### src/buffer_ecc_pkg.sv
// Shared constants, types and helpers for the sector buffer and ECC manager
`default_nettype none
package buffer_ecc_pkg;
	// Host register addresses
	localparam logic [2:0] ADDR_BUF  = 3'h0;
	localparam logic [2:0] ADDR_ERR  = 3'h1;
	localparam logic [2:0] ADDR_SCNT = 3'h2;
	localparam logic [2:0] ADDR_SDH  = 3'h6;
	localparam logic [2:0] ADDR_CMD  = 3'h7;
	// Command opcode high nibbles and field positions
	localparam logic [3:0] CMD_READ  = 4'h2;
	localparam logic [3:0] CMD_WRITE = 4'h3;
	localparam int         CMD_ECC56 = 0;
	localparam int         CMD_MULTI = 2;
	localparam int         SDH_SZ_HI = 6;
	localparam int         SDH_SZ_LO = 5;
	// Status and error bit positions
	localparam int ST_BUSY = 7;
	localparam int ST_DRQ  = 3;
	localparam int ST_CORR = 2;
	localparam int ST_CIP  = 1;
	localparam int ST_ERR  = 0;
	localparam int ER_UNC  = 6;
	// Sector lengths and check byte counts
	localparam logic [10:0] SZ128  = 11'h080;
	localparam logic [10:0] SZ256  = 11'h100;
	localparam logic [10:0] SZ512  = 11'h200;
	localparam logic [10:0] SZ1024 = 11'h400;
	localparam logic [10:0] CHK32  = 11'h004;
	localparam logic [10:0] CHK56  = 11'h007;
	// Cycle counts of the external access sequences
	localparam logic [2:0] PH_STB_ON  = 3'h1;
	localparam logic [2:0] PH_STB_OFF = 3'h4;
	localparam logic [2:0] PH_LAST    = 3'h5;
	localparam logic [2:0] ALE_CYC    = 3'h2;
	localparam logic [2:0] HDS_CYC    = 3'h2;
	// Values after reset
	localparam logic [7:0] SDH_RST = 8'h00;
	localparam logic [7:0] CMD_RST = 8'h00;
	localparam logic [7:0] SCNT_RST = 8'h01;

	typedef struct packed {
		logic       cs_b;
		logic       rd_b;
		logic       wr_b;
		logic [2:0] addr;
		logic [7:0] data;
	} host_pins_s;
	localparam host_pins_s HOST_IDLE = '{1'b1, 1'b1, 1'b1, 3'h0, 8'h00};

	typedef enum logic [3:0] {
		S_IDLE = 4'h0, S_START = 4'h1, S_ADDR = 4'h3, S_XFER = 4'h2,
		S_EXT  = 4'h6, S_FIN   = 4'h7, S_ECCW = 4'h5, S_HAND = 4'h4,
		S_CHK  = 4'hC, S_HDS   = 4'hD, S_DONE = 4'hF
	} state_e;
	typedef enum logic [2:0] {
		OP_HRD, OP_HWR, OP_BRD, OP_BWR, OP_CMD, OP_CHK, OP_ECW
	} op_e;
	typedef enum logic [1:0] {PH_HOST, PH_FILL, PH_CHECK} phase_e;

	function automatic logic [10:0] sector_len(input logic [1:0] sz);
		case (sz)
			2'b11:   return SZ128;
			2'b00:   return SZ256;
			2'b01:   return SZ512;
			default: return SZ1024;
		endcase
	endfunction

	function automatic logic [55:0] ecc_step(input logic [55:0] e, input logic [7:0] b,
		input logic w, input logic [55:0] p56, input logic [55:0] p32);
		logic [55:0] r;
		logic        fb;
		r = e;
		for (int i = 7; i >= 0; i--) begin
			fb = (w ? r[55] : r[31]) ^ b[i];
			r = {r[54:0], 1'b0} ^ (fb ? (w ? p56 : p32) : 56'h0);
		end
		return w ? r : {24'h0, r[31:0]};
	endfunction
endpackage
`default_nettype wire

### src/buffer_ecc_device.sv
// Sector buffer manager and ECC device between host bus and disk controller
// Overview of operation
// - Host address zero reaches the sector buffer, not a task file register.
// - Interrupt rises at command end, clears on status read or command load.
// - Data request is high while host bytes are expected or available.
// - Master reset returns the device to idle and clears all flags.
// - Buffer counter advances one byte per falling edge of the step strobe.
// - While the controller owns the buffer, bus and strobes are released.
// - Buffer ready is active when the buffer is full or empty.
// - Address latch loads bus bits 7..0 as buffer address bits 14..7.
// - RAM select is asserted whenever the buffer is accessed.
// - Read strobe drives only while bus is free; targets controller or RAM.
// - Write strobe drives only while bus is free; targets controller or RAM.
// - A three bit controller address selects the register while selected.
// - Head and drive strobe loads three head and four drive lines.
// - ECC with 32 or 56 bit polynomial is computed on sector bytes.
// - Data ECC errors are retried by the device without the host.
// - A recovered error shows as a status bit, not as an error.
// - An unrecoverable error sets status error and its error register bit.
// - Sector sizes 128 to 1024 bytes, single or multiple sectors.
// - Buffer addressing covers 128 bytes up to 32K bytes.
// - Up to four drives with eight heads each can be selected.
// - Command starts on command write; later register loads ignored while busy.
// - Size field bits 6 and 5 choose the sector length.
`default_nettype none
module buffer_ecc_device
	import buffer_ecc_pkg::*;
#(
	parameter logic [14:0] BUF_BASE  = 15'h0000,
	parameter logic [1:0]  RETRY_MAX = 2'h2,
	parameter logic [55:0] POLY56    = 56'h00_0000_0000_0001,
	parameter logic [55:0] POLY32    = 56'h00_0000_0000_0001
) (
	input  wire logic       clock_in,                   // 100 MHz clock
	input  wire logic       rst_b_in,                   // Master reset, active low
	input  wire host_pins_s host_in,                    // Host strobes, address, data
	output var  logic [7:0] host_data_lines_out,        // Host read data
	output var  logic       host_data_lines_oe_out,     // Host data drive enable
	output var  logic       interrupt_request_out,      // Command complete
	output var  logic       host_data_request_out,      // Host byte wanted or ready
	input  wire logic [7:0] shared_addr_data_bus_in,    // Shared bus input
	output var  logic [7:0] shared_addr_data_bus_out,   // Shared bus output
	output var  logic       shared_addr_data_bus_oe_out,// Shared bus drive enable
	input  wire logic       buffer_owned_by_ctrl_b_in,  // Low while controller owns buffer
	output var  logic       buffer_counter_step_b_out,  // Falling edge steps counter
	output var  logic       buffer_ready_to_ctrl_out,   // Buffer full or empty
	output var  logic       addr_latch_out,             // Buffer address latch strobe
	output var  logic       ram_select_b_out,           // Buffer RAM select, low
	output var  logic       ctrl_select_b_out,          // Controller select, low
	output var  logic [2:0] ctrl_reg_addr_out,          // Controller register address
	output var  logic       ext_read_strobe_b_out,      // External read strobe, low
	output var  logic       ext_read_strobe_oe_out,     // Read strobe drive enable
	output var  logic       ext_write_strobe_b_out,     // External write strobe, low
	output var  logic       ext_write_strobe_oe_out,    // Write strobe drive enable
	output var  logic       head_drive_latch_strobe_out // Head and drive latch strobe
);
	host_pins_s  hs1_q, hs2_q, hs3_q;
	logic        bb1_q, bb2_q;
	logic [7:0]  ad1_q, ad2_q;
	state_e      st_q, bk_q;
	op_e         op_q;
	phase_e      ph_q;
	logic [2:0]  xp_q, cnt_q, xa_q, pa_q;
	logic        pend_q, pwr_q, xctl_q, xwr_q;
	logic [7:0]  pd_q, xd_q, xrd_q, cmd_q, sdh_q, scnt_q, hdo_q;
	logic [10:0] bcnt_q;
	logic [55:0] ecc_q;
	logic [1:0]  retry_q;
	logic        bad_q, seen_q, busy_q, irq_q, drq_q, corr_q, unc_q;
	logic        hoe_q, step_b_q, buffer_ready_to_ctrl_q, ale_q, rcs_b_q, xcs_b_q;
	logic        re_b_q, we_b_q, str_oe_q, hds_q, ad_oe_q;
	logic [7:0]  ad_o_q;

	// Synchronised host pins and shared bus
	wire         own     = ~bb2_q;
	// only strobes under chip select count
	wire         cs      = ~hs2_q.cs_b;
	wire         rd_ev   = cs & ~hs2_q.rd_b & hs3_q.rd_b;
	wire         wr_ev   = cs & ~hs2_q.wr_b & hs3_q.wr_b;
	wire         wide    = cmd_q[CMD_ECC56];
	wire         is_rd   = cmd_q[7:4] == CMD_READ;
	wire         is_wr   = cmd_q[7:4] == CMD_WRITE;
	// multiple sector when enabled and more remain
	wire         more    = cmd_q[CMD_MULTI] & (scnt_q > 8'h01);
	wire [10:0]  len     = sector_len(sdh_q[SDH_SZ_HI:SDH_SZ_LO]);
	wire [10:0]  nchk    = wide ? CHK56 : CHK32;
	wire [10:0]  bnext   = bcnt_q + 11'h001;
	wire [7:0]   ecc_top = wide ? ecc_q[55:48] : ecc_q[31:24];
	wire [55:0]  ecc_shl = wide ? {ecc_q[47:0], 8'h00} : {24'h0, ecc_q[23:0], 8'h00};
	// ECC update on the byte just moved
	wire [55:0]  ecc_nxt = ecc_step(ecc_q, op_q == OP_BWR ? xd_q : xrd_q, wide, POLY56, POLY32);
	wire         mis     = xrd_q != ecc_top;
	wire         bad_now = bad_q | (bcnt_q >= len & mis);
	// binary head number and one-hot drive select
	wire [3:0]   drv     = 4'(4'h1 << sdh_q[4:3]);
	wire [7:0]   hd_byte = {drv, 1'b0, sdh_q[2:0]};
	wire [7:0]   st_mrg  = xrd_q | {busy_q, 3'h0, drq_q, corr_q, busy_q, unc_q};
	wire [7:0]   er_mrg  = xrd_q | {1'b0, unc_q, 6'h00};
	wire         host_ok = (st_q == S_IDLE) | (st_q == S_XFER) | (st_q == S_HAND);
	wire         take    = host_ok & pend_q & ~own;
	// address zero is a buffer access
	wire         buf_acc = pa_q == ADDR_BUF;
	wire         acc     = (st_q == S_EXT) & ~own;
	wire         stb     = acc & (xp_q >= PH_STB_ON) & (xp_q <= PH_STB_OFF);

	always_ff @(posedge clock_in or negedge rst_b_in) begin
		if (!rst_b_in) begin
			hs1_q <= HOST_IDLE;
			hs2_q <= HOST_IDLE;
			hs3_q <= HOST_IDLE;
			bb1_q <= 1'b1;
			bb2_q <= 1'b1;
			ad1_q <= 8'h00;
			ad2_q <= 8'h00;
		end else begin
			hs1_q <= host_in;
			hs2_q <= hs1_q;
			hs3_q <= hs2_q;
			bb1_q <= buffer_owned_by_ctrl_b_in;
			bb2_q <= bb1_q;
			ad1_q <= shared_addr_data_bus_in;
			ad2_q <= ad1_q;
		end
	end

	// Host event capture; a new event wins over the service clear
	always_ff @(posedge clock_in or negedge rst_b_in) begin
		if (!rst_b_in) begin
			pend_q <= 1'b0;
			pwr_q  <= 1'b0;
			pa_q   <= 3'h0;
			pd_q   <= 8'h00;
		end else if (rd_ev | wr_ev) begin
			pend_q <= 1'b1;
			pwr_q  <= wr_ev;
			pa_q   <= hs2_q.addr;
			pd_q   <= hs2_q.data;
		end else if (take) begin
			pend_q <= 1'b0;
		end
	end

	// Sequencer
	always_ff @(posedge clock_in or negedge rst_b_in) begin
		// reset clears state and every flag
		if (!rst_b_in) begin
			st_q <= S_IDLE;
			bk_q <= S_IDLE;
			op_q <= OP_HRD;
			ph_q <= PH_HOST;
			xp_q <= 3'h0;
			cnt_q <= 3'h0;
			xa_q <= 3'h0;
			xctl_q <= 1'b0;
			xwr_q <= 1'b0;
			xd_q <= 8'h00;
			xrd_q <= 8'h00;
			cmd_q <= CMD_RST;
			sdh_q <= SDH_RST;
			scnt_q <= SCNT_RST;
			hdo_q <= 8'h00;
			bcnt_q <= 11'h000;
			ecc_q <= 56'h0;
			retry_q <= 2'h0;
			bad_q <= 1'b0;
			seen_q <= 1'b0;
			busy_q <= 1'b0;
			irq_q <= 1'b0;
			drq_q <= 1'b0;
			corr_q <= 1'b0;
			unc_q <= 1'b0;
		end else begin
			case (st_q)
				S_IDLE, S_XFER, S_HAND: begin
					if (take) begin
						xa_q <= pa_q;
						xd_q <= pd_q;
						xwr_q <= pwr_q;
						xctl_q <= 1'b1;
						xp_q <= 3'h0;
						bk_q <= st_q;
						if (buf_acc) begin
							// one byte per host buffer access
							if (drq_q & st_q == S_XFER) begin
								op_q <= pwr_q ? OP_BWR : OP_BRD;
								xctl_q <= 1'b0;
								st_q <= S_EXT;
							end
						end else if (pwr_q & busy_q) begin
							// loads during a command are dropped
						end else if (pwr_q & pa_q == ADDR_CMD) begin
							cmd_q <= pd_q;
							busy_q <= 1'b1;
							irq_q <= 1'b0;
							corr_q <= 1'b0;
							unc_q <= 1'b0;
							retry_q <= 2'h0;
							op_q <= OP_CMD;
							st_q <= S_EXT;
						end else if (pwr_q) begin
							if (pa_q == ADDR_SCNT)
								scnt_q <= pd_q;
							if (pa_q == ADDR_SDH)
								sdh_q <= pd_q;
							op_q <= OP_HWR;
							st_q <= S_EXT;
						end else begin
							if (pa_q == ADDR_CMD)
								irq_q <= 1'b0;
							op_q <= OP_HRD;
							st_q <= S_EXT;
						end
					end else if (st_q == S_HAND) begin
						if (own)
							seen_q <= 1'b1;
						if (seen_q & ~own) begin
							cnt_q <= 3'h0;
							if (is_rd) begin
								ph_q <= PH_CHECK;
								st_q <= S_ADDR;
							end else if (more) begin
								scnt_q <= scnt_q - 8'h01;
								ph_q <= PH_HOST;
								st_q <= S_ADDR;
							end else begin
								st_q <= S_DONE;
							end
						end
					end
				end
				S_START: begin
					cnt_q <= 3'h0;
					if (is_rd | is_wr) begin
						ph_q <= is_rd ? PH_FILL : PH_HOST;
						st_q <= S_ADDR;
					end else begin
						st_q <= S_DONE;
					end
				end
				S_ADDR: begin
					if (~own) begin
						cnt_q <= cnt_q + 3'h1;
						if (cnt_q == ALE_CYC - 3'h1) begin
							bcnt_q <= 11'h000;
							ecc_q <= 56'h0;
							bad_q <= 1'b0;
							seen_q <= 1'b0;
							if (ph_q == PH_HOST) begin
								// buffer now waits on the host
								drq_q <= 1'b1;
								st_q <= S_XFER;
							end else begin
								st_q <= ph_q == PH_FILL ? S_HAND : S_CHK;
							end
						end
					end
				end
				S_CHK, S_ECCW: begin
					if (~own) begin
						op_q <= st_q == S_CHK ? OP_CHK : OP_ECW;
						xwr_q <= st_q == S_ECCW;
						xd_q <= ecc_top;
						xctl_q <= 1'b0;
						xp_q <= 3'h0;
						st_q <= S_EXT;
					end
				end
				S_EXT: begin
					if (~own) begin
						xp_q <= xp_q + 3'h1;
						if (xp_q == PH_LAST) begin
							xrd_q <= ad2_q;
							st_q <= S_FIN;
						end
					end
				end
				S_FIN: begin
					st_q <= bk_q;
					case (op_q)
						OP_HRD: hdo_q <= xa_q == ADDR_CMD ? st_mrg : xa_q == ADDR_ERR ? er_mrg : xrd_q;
						OP_HWR: begin
							cnt_q <= 3'h0;
							if (xa_q == ADDR_SDH)
								st_q <= S_HDS;
						end
						OP_BRD, OP_BWR: begin
							hdo_q <= xrd_q;
							bcnt_q <= bnext;
							if (op_q == OP_BWR)
								ecc_q <= ecc_nxt;
							if (bnext == len) begin
								drq_q <= 1'b0;
								bcnt_q <= 11'h000;
								cnt_q <= 3'h0;
								if (op_q == OP_BWR) begin
									st_q <= S_ECCW;
								end else if (more) begin
									scnt_q <= scnt_q - 8'h01;
									ph_q <= PH_FILL;
									st_q <= S_ADDR;
								end else begin
									st_q <= S_DONE;
								end
							end
						end
						OP_CMD: st_q <= S_START;
						OP_CHK: begin
							bcnt_q <= bnext;
							bad_q <= bad_now;
							ecc_q <= bcnt_q < len ? ecc_nxt : ecc_shl;
							st_q <= S_CHK;
							if (bnext == len + nchk) begin
								cnt_q <= 3'h0;
								if (!bad_now) begin
									corr_q <= corr_q | (retry_q != 2'h0);
									ph_q <= PH_HOST;
									st_q <= S_ADDR;
								end else if (retry_q != RETRY_MAX) begin
									// reissue the read to the controller
									retry_q <= retry_q + 2'h1;
									op_q <= OP_CMD;
									xctl_q <= 1'b1;
									xwr_q <= 1'b1;
									xa_q <= ADDR_CMD;
									xd_q <= cmd_q;
									xp_q <= 3'h0;
									st_q <= S_EXT;
								end else begin
									unc_q <= 1'b1;
									st_q <= S_DONE;
								end
							end
						end
						OP_ECW: begin
							ecc_q <= ecc_shl;
							bcnt_q <= bnext;
							st_q <= bnext == nchk ? S_HAND : S_ECCW;
						end
						default: st_q <= S_IDLE;
					endcase
				end
				S_HDS: begin
					if (~own) begin
						cnt_q <= cnt_q + 3'h1;
						if (cnt_q == HDS_CYC - 3'h1)
							st_q <= bk_q;
					end
				end
				S_DONE: begin
					busy_q <= 1'b0;
					irq_q <= 1'b1;
					drq_q <= 1'b0;
					st_q <= S_IDLE;
				end
				default: st_q <= S_IDLE;
			endcase
		end
	end

	// Registered pin drivers
	always_ff @(posedge clock_in or negedge rst_b_in) begin
		if (!rst_b_in) begin
			hoe_q <= 1'b0;
			step_b_q <= 1'b1;
			buffer_ready_to_ctrl_q <= 1'b0;
			ale_q <= 1'b0;
			rcs_b_q <= 1'b1;
			xcs_b_q <= 1'b1;
			re_b_q <= 1'b1;
			we_b_q <= 1'b1;
			str_oe_q <= 1'b0;
			hds_q <= 1'b0;
			ad_oe_q <= 1'b0;
			ad_o_q <= 8'h00;
		end else begin
			hoe_q <= cs & ~hs2_q.rd_b;
			// one low cycle per buffer byte
			step_b_q <= ~(st_q == S_FIN & ~xctl_q);
			// full after host fill, empty before controller fill
			buffer_ready_to_ctrl_q <= st_q == S_HAND;
			// address latch while the device holds the bus
			ale_q <= ~own & st_q == S_ADDR;
			// RAM select on every buffer access
			rcs_b_q <= ~(acc & ~xctl_q);
			// controller select with its register address
			xcs_b_q <= ~(acc & xctl_q);
			// read strobe toward controller or RAM
			re_b_q <= ~(stb & ~xwr_q);
			// write strobe toward controller or RAM
			we_b_q <= ~(stb & xwr_q);
			// strobes and bus released to the controller
			str_oe_q <= ~own;
			hds_q <= ~own & st_q == S_HDS;
			// shared bus driven only while the device owns it
			ad_oe_q <= ~own & ((acc & xwr_q) | st_q == S_ADDR | st_q == S_HDS);
			// buffer address bits 14..7 on the bus
			ad_o_q <= st_q == S_ADDR ? BUF_BASE[14:7] : st_q == S_HDS ? hd_byte : xd_q;
		end
	end

	assign host_data_lines_out         = hdo_q;
	assign host_data_lines_oe_out      = hoe_q;
	assign interrupt_request_out       = irq_q;
	assign host_data_request_out       = drq_q;
	assign shared_addr_data_bus_out    = ad_o_q;
	assign shared_addr_data_bus_oe_out = ad_oe_q;
	assign buffer_counter_step_b_out   = step_b_q;
	assign buffer_ready_to_ctrl_out    = buffer_ready_to_ctrl_q;
	assign addr_latch_out              = ale_q;
	assign ram_select_b_out            = rcs_b_q;
	assign ctrl_select_b_out           = xcs_b_q;
	assign ctrl_reg_addr_out           = xa_q;
	assign ext_read_strobe_b_out       = re_b_q;
	assign ext_read_strobe_oe_out      = str_oe_q;
	assign ext_write_strobe_b_out      = we_b_q;
	assign ext_write_strobe_oe_out     = str_oe_q;
	assign head_drive_latch_strobe_out = hds_q;
endmodule // buffer_ecc_device
`default_nettype wire

### config.mk
export PLATFORM = sky130hd
export DESIGN_NAME = buffer_ecc_device
export DESIGN_NICKNAME = d
export VERILOG_FILES = /design/src/buffer_ecc_pkg.sv /design/src/buffer_ecc_device.sv
export SDC_FILE = /design/constraint.sdc
export NUM_CORES = 1
export LEC_CHECK = 0
export BUFFER_PORTS_ARGS = -buffer_cell sky130_fd_sc_hd__buf_4
export CAP_MARGIN = 20
export CORE_MARGIN = 8
export CORE_UTILIZATION = 27
export CTS_CLUSTER_DIAMETER = 30
export CTS_CLUSTER_SIZE = 24
export DETAILED_ROUTE_END_ITERATION = 12
export PLACE_DENSITY_LB_ADDON = 0.25
export SYNTH_ARGS = -nofsm -noshare
export SYNTH_HDL_FRONTEND = slang
export SYNTH_SLANG_ARGS = --single-unit
### constraint.sdc
create_clock -name clock_in -period 5.2 [get_ports clock_in]
set_input_delay 0.26 -clock clock_in [delete_from_list [all_inputs] [get_ports clock_in]]
set_output_delay 0.26 -clock clock_in [all_outputs]
set_load 0.05 [all_outputs]
==> flow_metrics.py <==
metrics = {
    "run_status": {
        "status": "finished clean",
    },
    "placed_design": {
        "gp_congestion": 0.842,
        "io_buffers": 57,
        "dp_hpwl_um": 19400,
    },
    "synth": {
        "syn_area_per_cell_um2": 10.2,
        "syn-cell-area_mm2": 0.0105,
        "synth-async-reset-ratio": 1.00,
        "yosysWarnings": 0,
        "synth_edf_count": 0,
        "synthCells": 1035,
        "synth.distinct_cells": 74,
        "ys_seq_area_frac": 0.542,
        "syn_nets": 1075,
        "ys_ff_latch": 227,
        "synth_ff_type": "dfrtp_1",
    },
    "floorplanning": {
        "rows": 72,
        "core_mm2": 0.0386,
        "start_util": 0.273,
        "die_area_mm2": 0.0455,
        "die_h_um": 213,
        "io_pins": 58,
        "die_width_um": 213,
    },
    "route": {
        "viasPerCell": 4.78,
        "wl_per_cell_um": 17.0,
        "dr.first_iter.drc_count": 514,
        "via_count": 8075,
        "drcViolationCount": 0,
        "ant_nets": 0,
        "drt_pass1_iterations": 5,
        "totalWireLength_um": 28700,
    },
    "grt": {
        "first_global_vias": 8192,
        "grt-ovfl-total": 0,
        "grt_max_degree": 122,
        "gr-usage-met2": 0.205,
        "grtUsageMet3": 0.0254,
        "antenna_found_initial": 0,
        "grt_util_met1": 0.169,
        "grt_busiest_layer": "met2",
        "gr-usage-all-layers": 0.128,
        "grt_pass1_wl_um": 46200,
    },
    "finish": {
        "nNetsFinal": 1162,
        "antenna-diode-count": 0,
        "drive_gt1_frac": 0.203,
        "layout-area-overhead-vs-synth_pct": 30.1,
        "fin_util": 0.355,
    },
    "critical_path": {
        "start_kind": "flop",
        "critPathKind": "flop to flop",
        "cp-end-kind": "flop",
        "crit_path_max_fanout": 22,
        "cp_slowest_stage_delay_ns": 0.88,
        "cp-startpoint": "st_q[3]",
        "worstPathRequired_ns": 5.68,
        "critPathSlowestCell": "a211oi_2",
        "worstPathArrival_ns": 4.16,
        "regToRegStartpoint": "st_q[3]",
        "cp_common_cell": "a21oi_1",
        "cp_cell_sequence": "nor2_1 -> and2_1 -> nand3_1 -> buf_4 -> o21ai_0 -> a211oi_2 -> a21oi_1 -> a21oi_1",
    },
    "pwr": {
        "ir_worst_vdd_mv": 0.348,
        "power_density_mw_per_mm2": 609,
        "p_leak_nw": 5.97,
    },
    "cts": {
        "htreeDepth": 2,
        "cts_root_buffer": "clkbuf_16",
        "cts_tree": "yes",
        "clk_pin_slew_ns": 0.05,
        "clockBufferDepth": 3,
        "cts_made_buffers": 57,
        "cts.sink_count": 227,
        "ctsResizeCount": 0,
        "clock_latency_ns": 0.57,
    },
    "timing": {
        "worstMarginPinSlew_ns": 1.05,
        "setup-tns-final_ns": 0,
        "hold_viol_final": 0,
        "fin_skew_ns": 0.0145,
        "period_share": 0.707,
        "drv_slew": 0,
        "finalSetupViolCount": 0,
        "max_freq_ghz": 0.272,
        "hold_ws_ns": 0.336,
        "relSlewSlack": 0.300,
        "period_minus_slack_ns": 3.67,
        "rsz0062_at_grt": "false",
    },
    "worst_hold_path": {
        "hold_start": "shared_addr_data_bus_in[0]",
        "hold_class": "input pin to flop",
    },
    "flow_run": {
        "max_cap_viol_count": 0,
    },
}
==> timing repair <==
| item | CTS | global route |
|---|---|---|
| hold buffers | 24 | 0 |
| buffers inserted | 0 | 0 |
| hold endpoints to repair | 135 | 0 |
==> registers in the layout, indices dropped and copies added (netlist names), 11 cells and up <==
name    flops
bcnt_q     11
ecc_q      56
hs1_q      14
hs2_q      14
==> synth_stat cells, types with 10 or more instances <==
| cell type | instances | area share |
|---|---|---|
| nand2b_1 | 15 | 0.0089 |
| a22o_1 | 32 | 0.027 |
| mux2i_1 | 24 | 0.023 |
| mux2_2 | 30 | 0.032 |
| ha_1 | 15 | 0.018 |
| xor2_1 | 10 | 0.0083 |
| a211oi_1 | 11 | 0.0078 |
| a21oi_1 | 73 | 0.035 |
| nor2_1 | 84 | 0.030 |
| and2_1 | 12 | 0.0071 |
| nor3_1 | 13 | 0.0062 |
| o21ai_0 | 67 | 0.032 |
| nand2_1 | 157 | 0.056 |
| dfstp_2 | 16 | 0.040 |
| inv_1 | 20 | 0.0071 |
| nand3_1 | 22 | 0.010 |
| dfrtp_1 | 211 | 0.50 |
| clkbuf_1 | 44 | 0.016 |
| xnor2_1 | 10 | 0.0083 |
| a31oi_1 | 21 | 0.012 |
==> cell usage in the layout (no fill, tap or decap), drive strengths merged, types with 16 or more instances in the layout <==
| cell | count |
|---|---|
| clkinv | 18 |
| buf | 68 |
| nor2 | 85 |
| mux2 | 33 |
| mux2i | 24 |
| clkbuf | 66 |
| nand2 | 157 |
| a22o | 32 |
| nand3 | 22 |
| dfrtp | 211 |
| a31oi | 22 |
| dfstp | 16 |
| inv | 24 |
| a21oi | 73 |
| o21ai | 68 |
| dlygate4sd3 | 24 |
==> per-layer routing <==
layer	up-vias	share of wire
met5	-	0
met4	0	0.025
met3	49	0.045
met2	203	0.47
met1	3944	0.46
li1	3879	-
==> metrics by stage <==
step | cell area (um2) | worst slack [ns] | total power, mW | instances
finish | 13700 | 1.53 | 8.34 | 1688
global route | 13700 | 1.16 | 8.78 | 1688
CTS | 13700 | 1.58 | 8.44 | 1688
detailed placement | 11400 | 1.59 | 4.63 | 1557
global placement | 11400 | 1.69 | 4.62 | 1557
floorplan | 10500 | 2.39 | 3.95 | 1035
==> critical path: cells and delay by family (launching register included) <==
kind	cells	cell delay, ns
AOI/OAI and AO/OA	4	1.33
and+or+nand+nor	3	1.09
DFF	1	0.79
buffers and inverters	1	0.37
==> where the power goes <==
part	total, mW	leakage (nW)	internal [mW]	switching, mW
combinational	2.08	2.11	0.736	1.34
sequential	2.54	2.88	2.11	0.438
clock	3.71	0.988	2.59	1.12
total	8.34	5.97	5.43	2.90
==> worst paths after layout <==
kind                       slack [ns]  cells past startpoint                  endpoint
min                              0.34                      2                  ad1_q[0]
max reg2reg                      1.53                      8                 scnt_q[1]
max                              1.53                      8                 scnt_q[1]
max in group asynchronous        3.52                      3                 scnt_q[5]
min in group asynchronous        0.35                      2  buffer_ready_to_ctrl_out
min reg2reg                      0.34                      0                  hs2_q[8]
==> logic make-up (layout without fill, tap and decap cells) <==
kind of cell / count (synthesis) / in the layout / synth area share
xor gates and xnor gates: 21 / 21 / 0.0182
AOI/OAI and AO/OA: 281 / 281 / 0.175
and+or+nand+nor: 349 / 349 / 0.152
DFF: 227 / 227 / 0.542
muxes: 57 / 57 / 0.0582
buffers and inverters: 84 / 219 / 0.0364
adders and majority gates: 16 / 16 / 0.0188
==> final cells by class <==
| cell class | instances | area (um2) |
|---|---|---|
| multi-input cells | 724 | 4440 |
| repair buffers | 92 | 758 |
| inverters | 20 | 75.1 |
| fillers | 3944 | 24900 |
| clock inverters | 41 | 542 |
| clock buffers | 66 | 1520 |
| well taps | 518 | 648 |
| flip-flops and latches | 227 | 5700 |
Note: power is estimated with default switching activity, not from simulation.
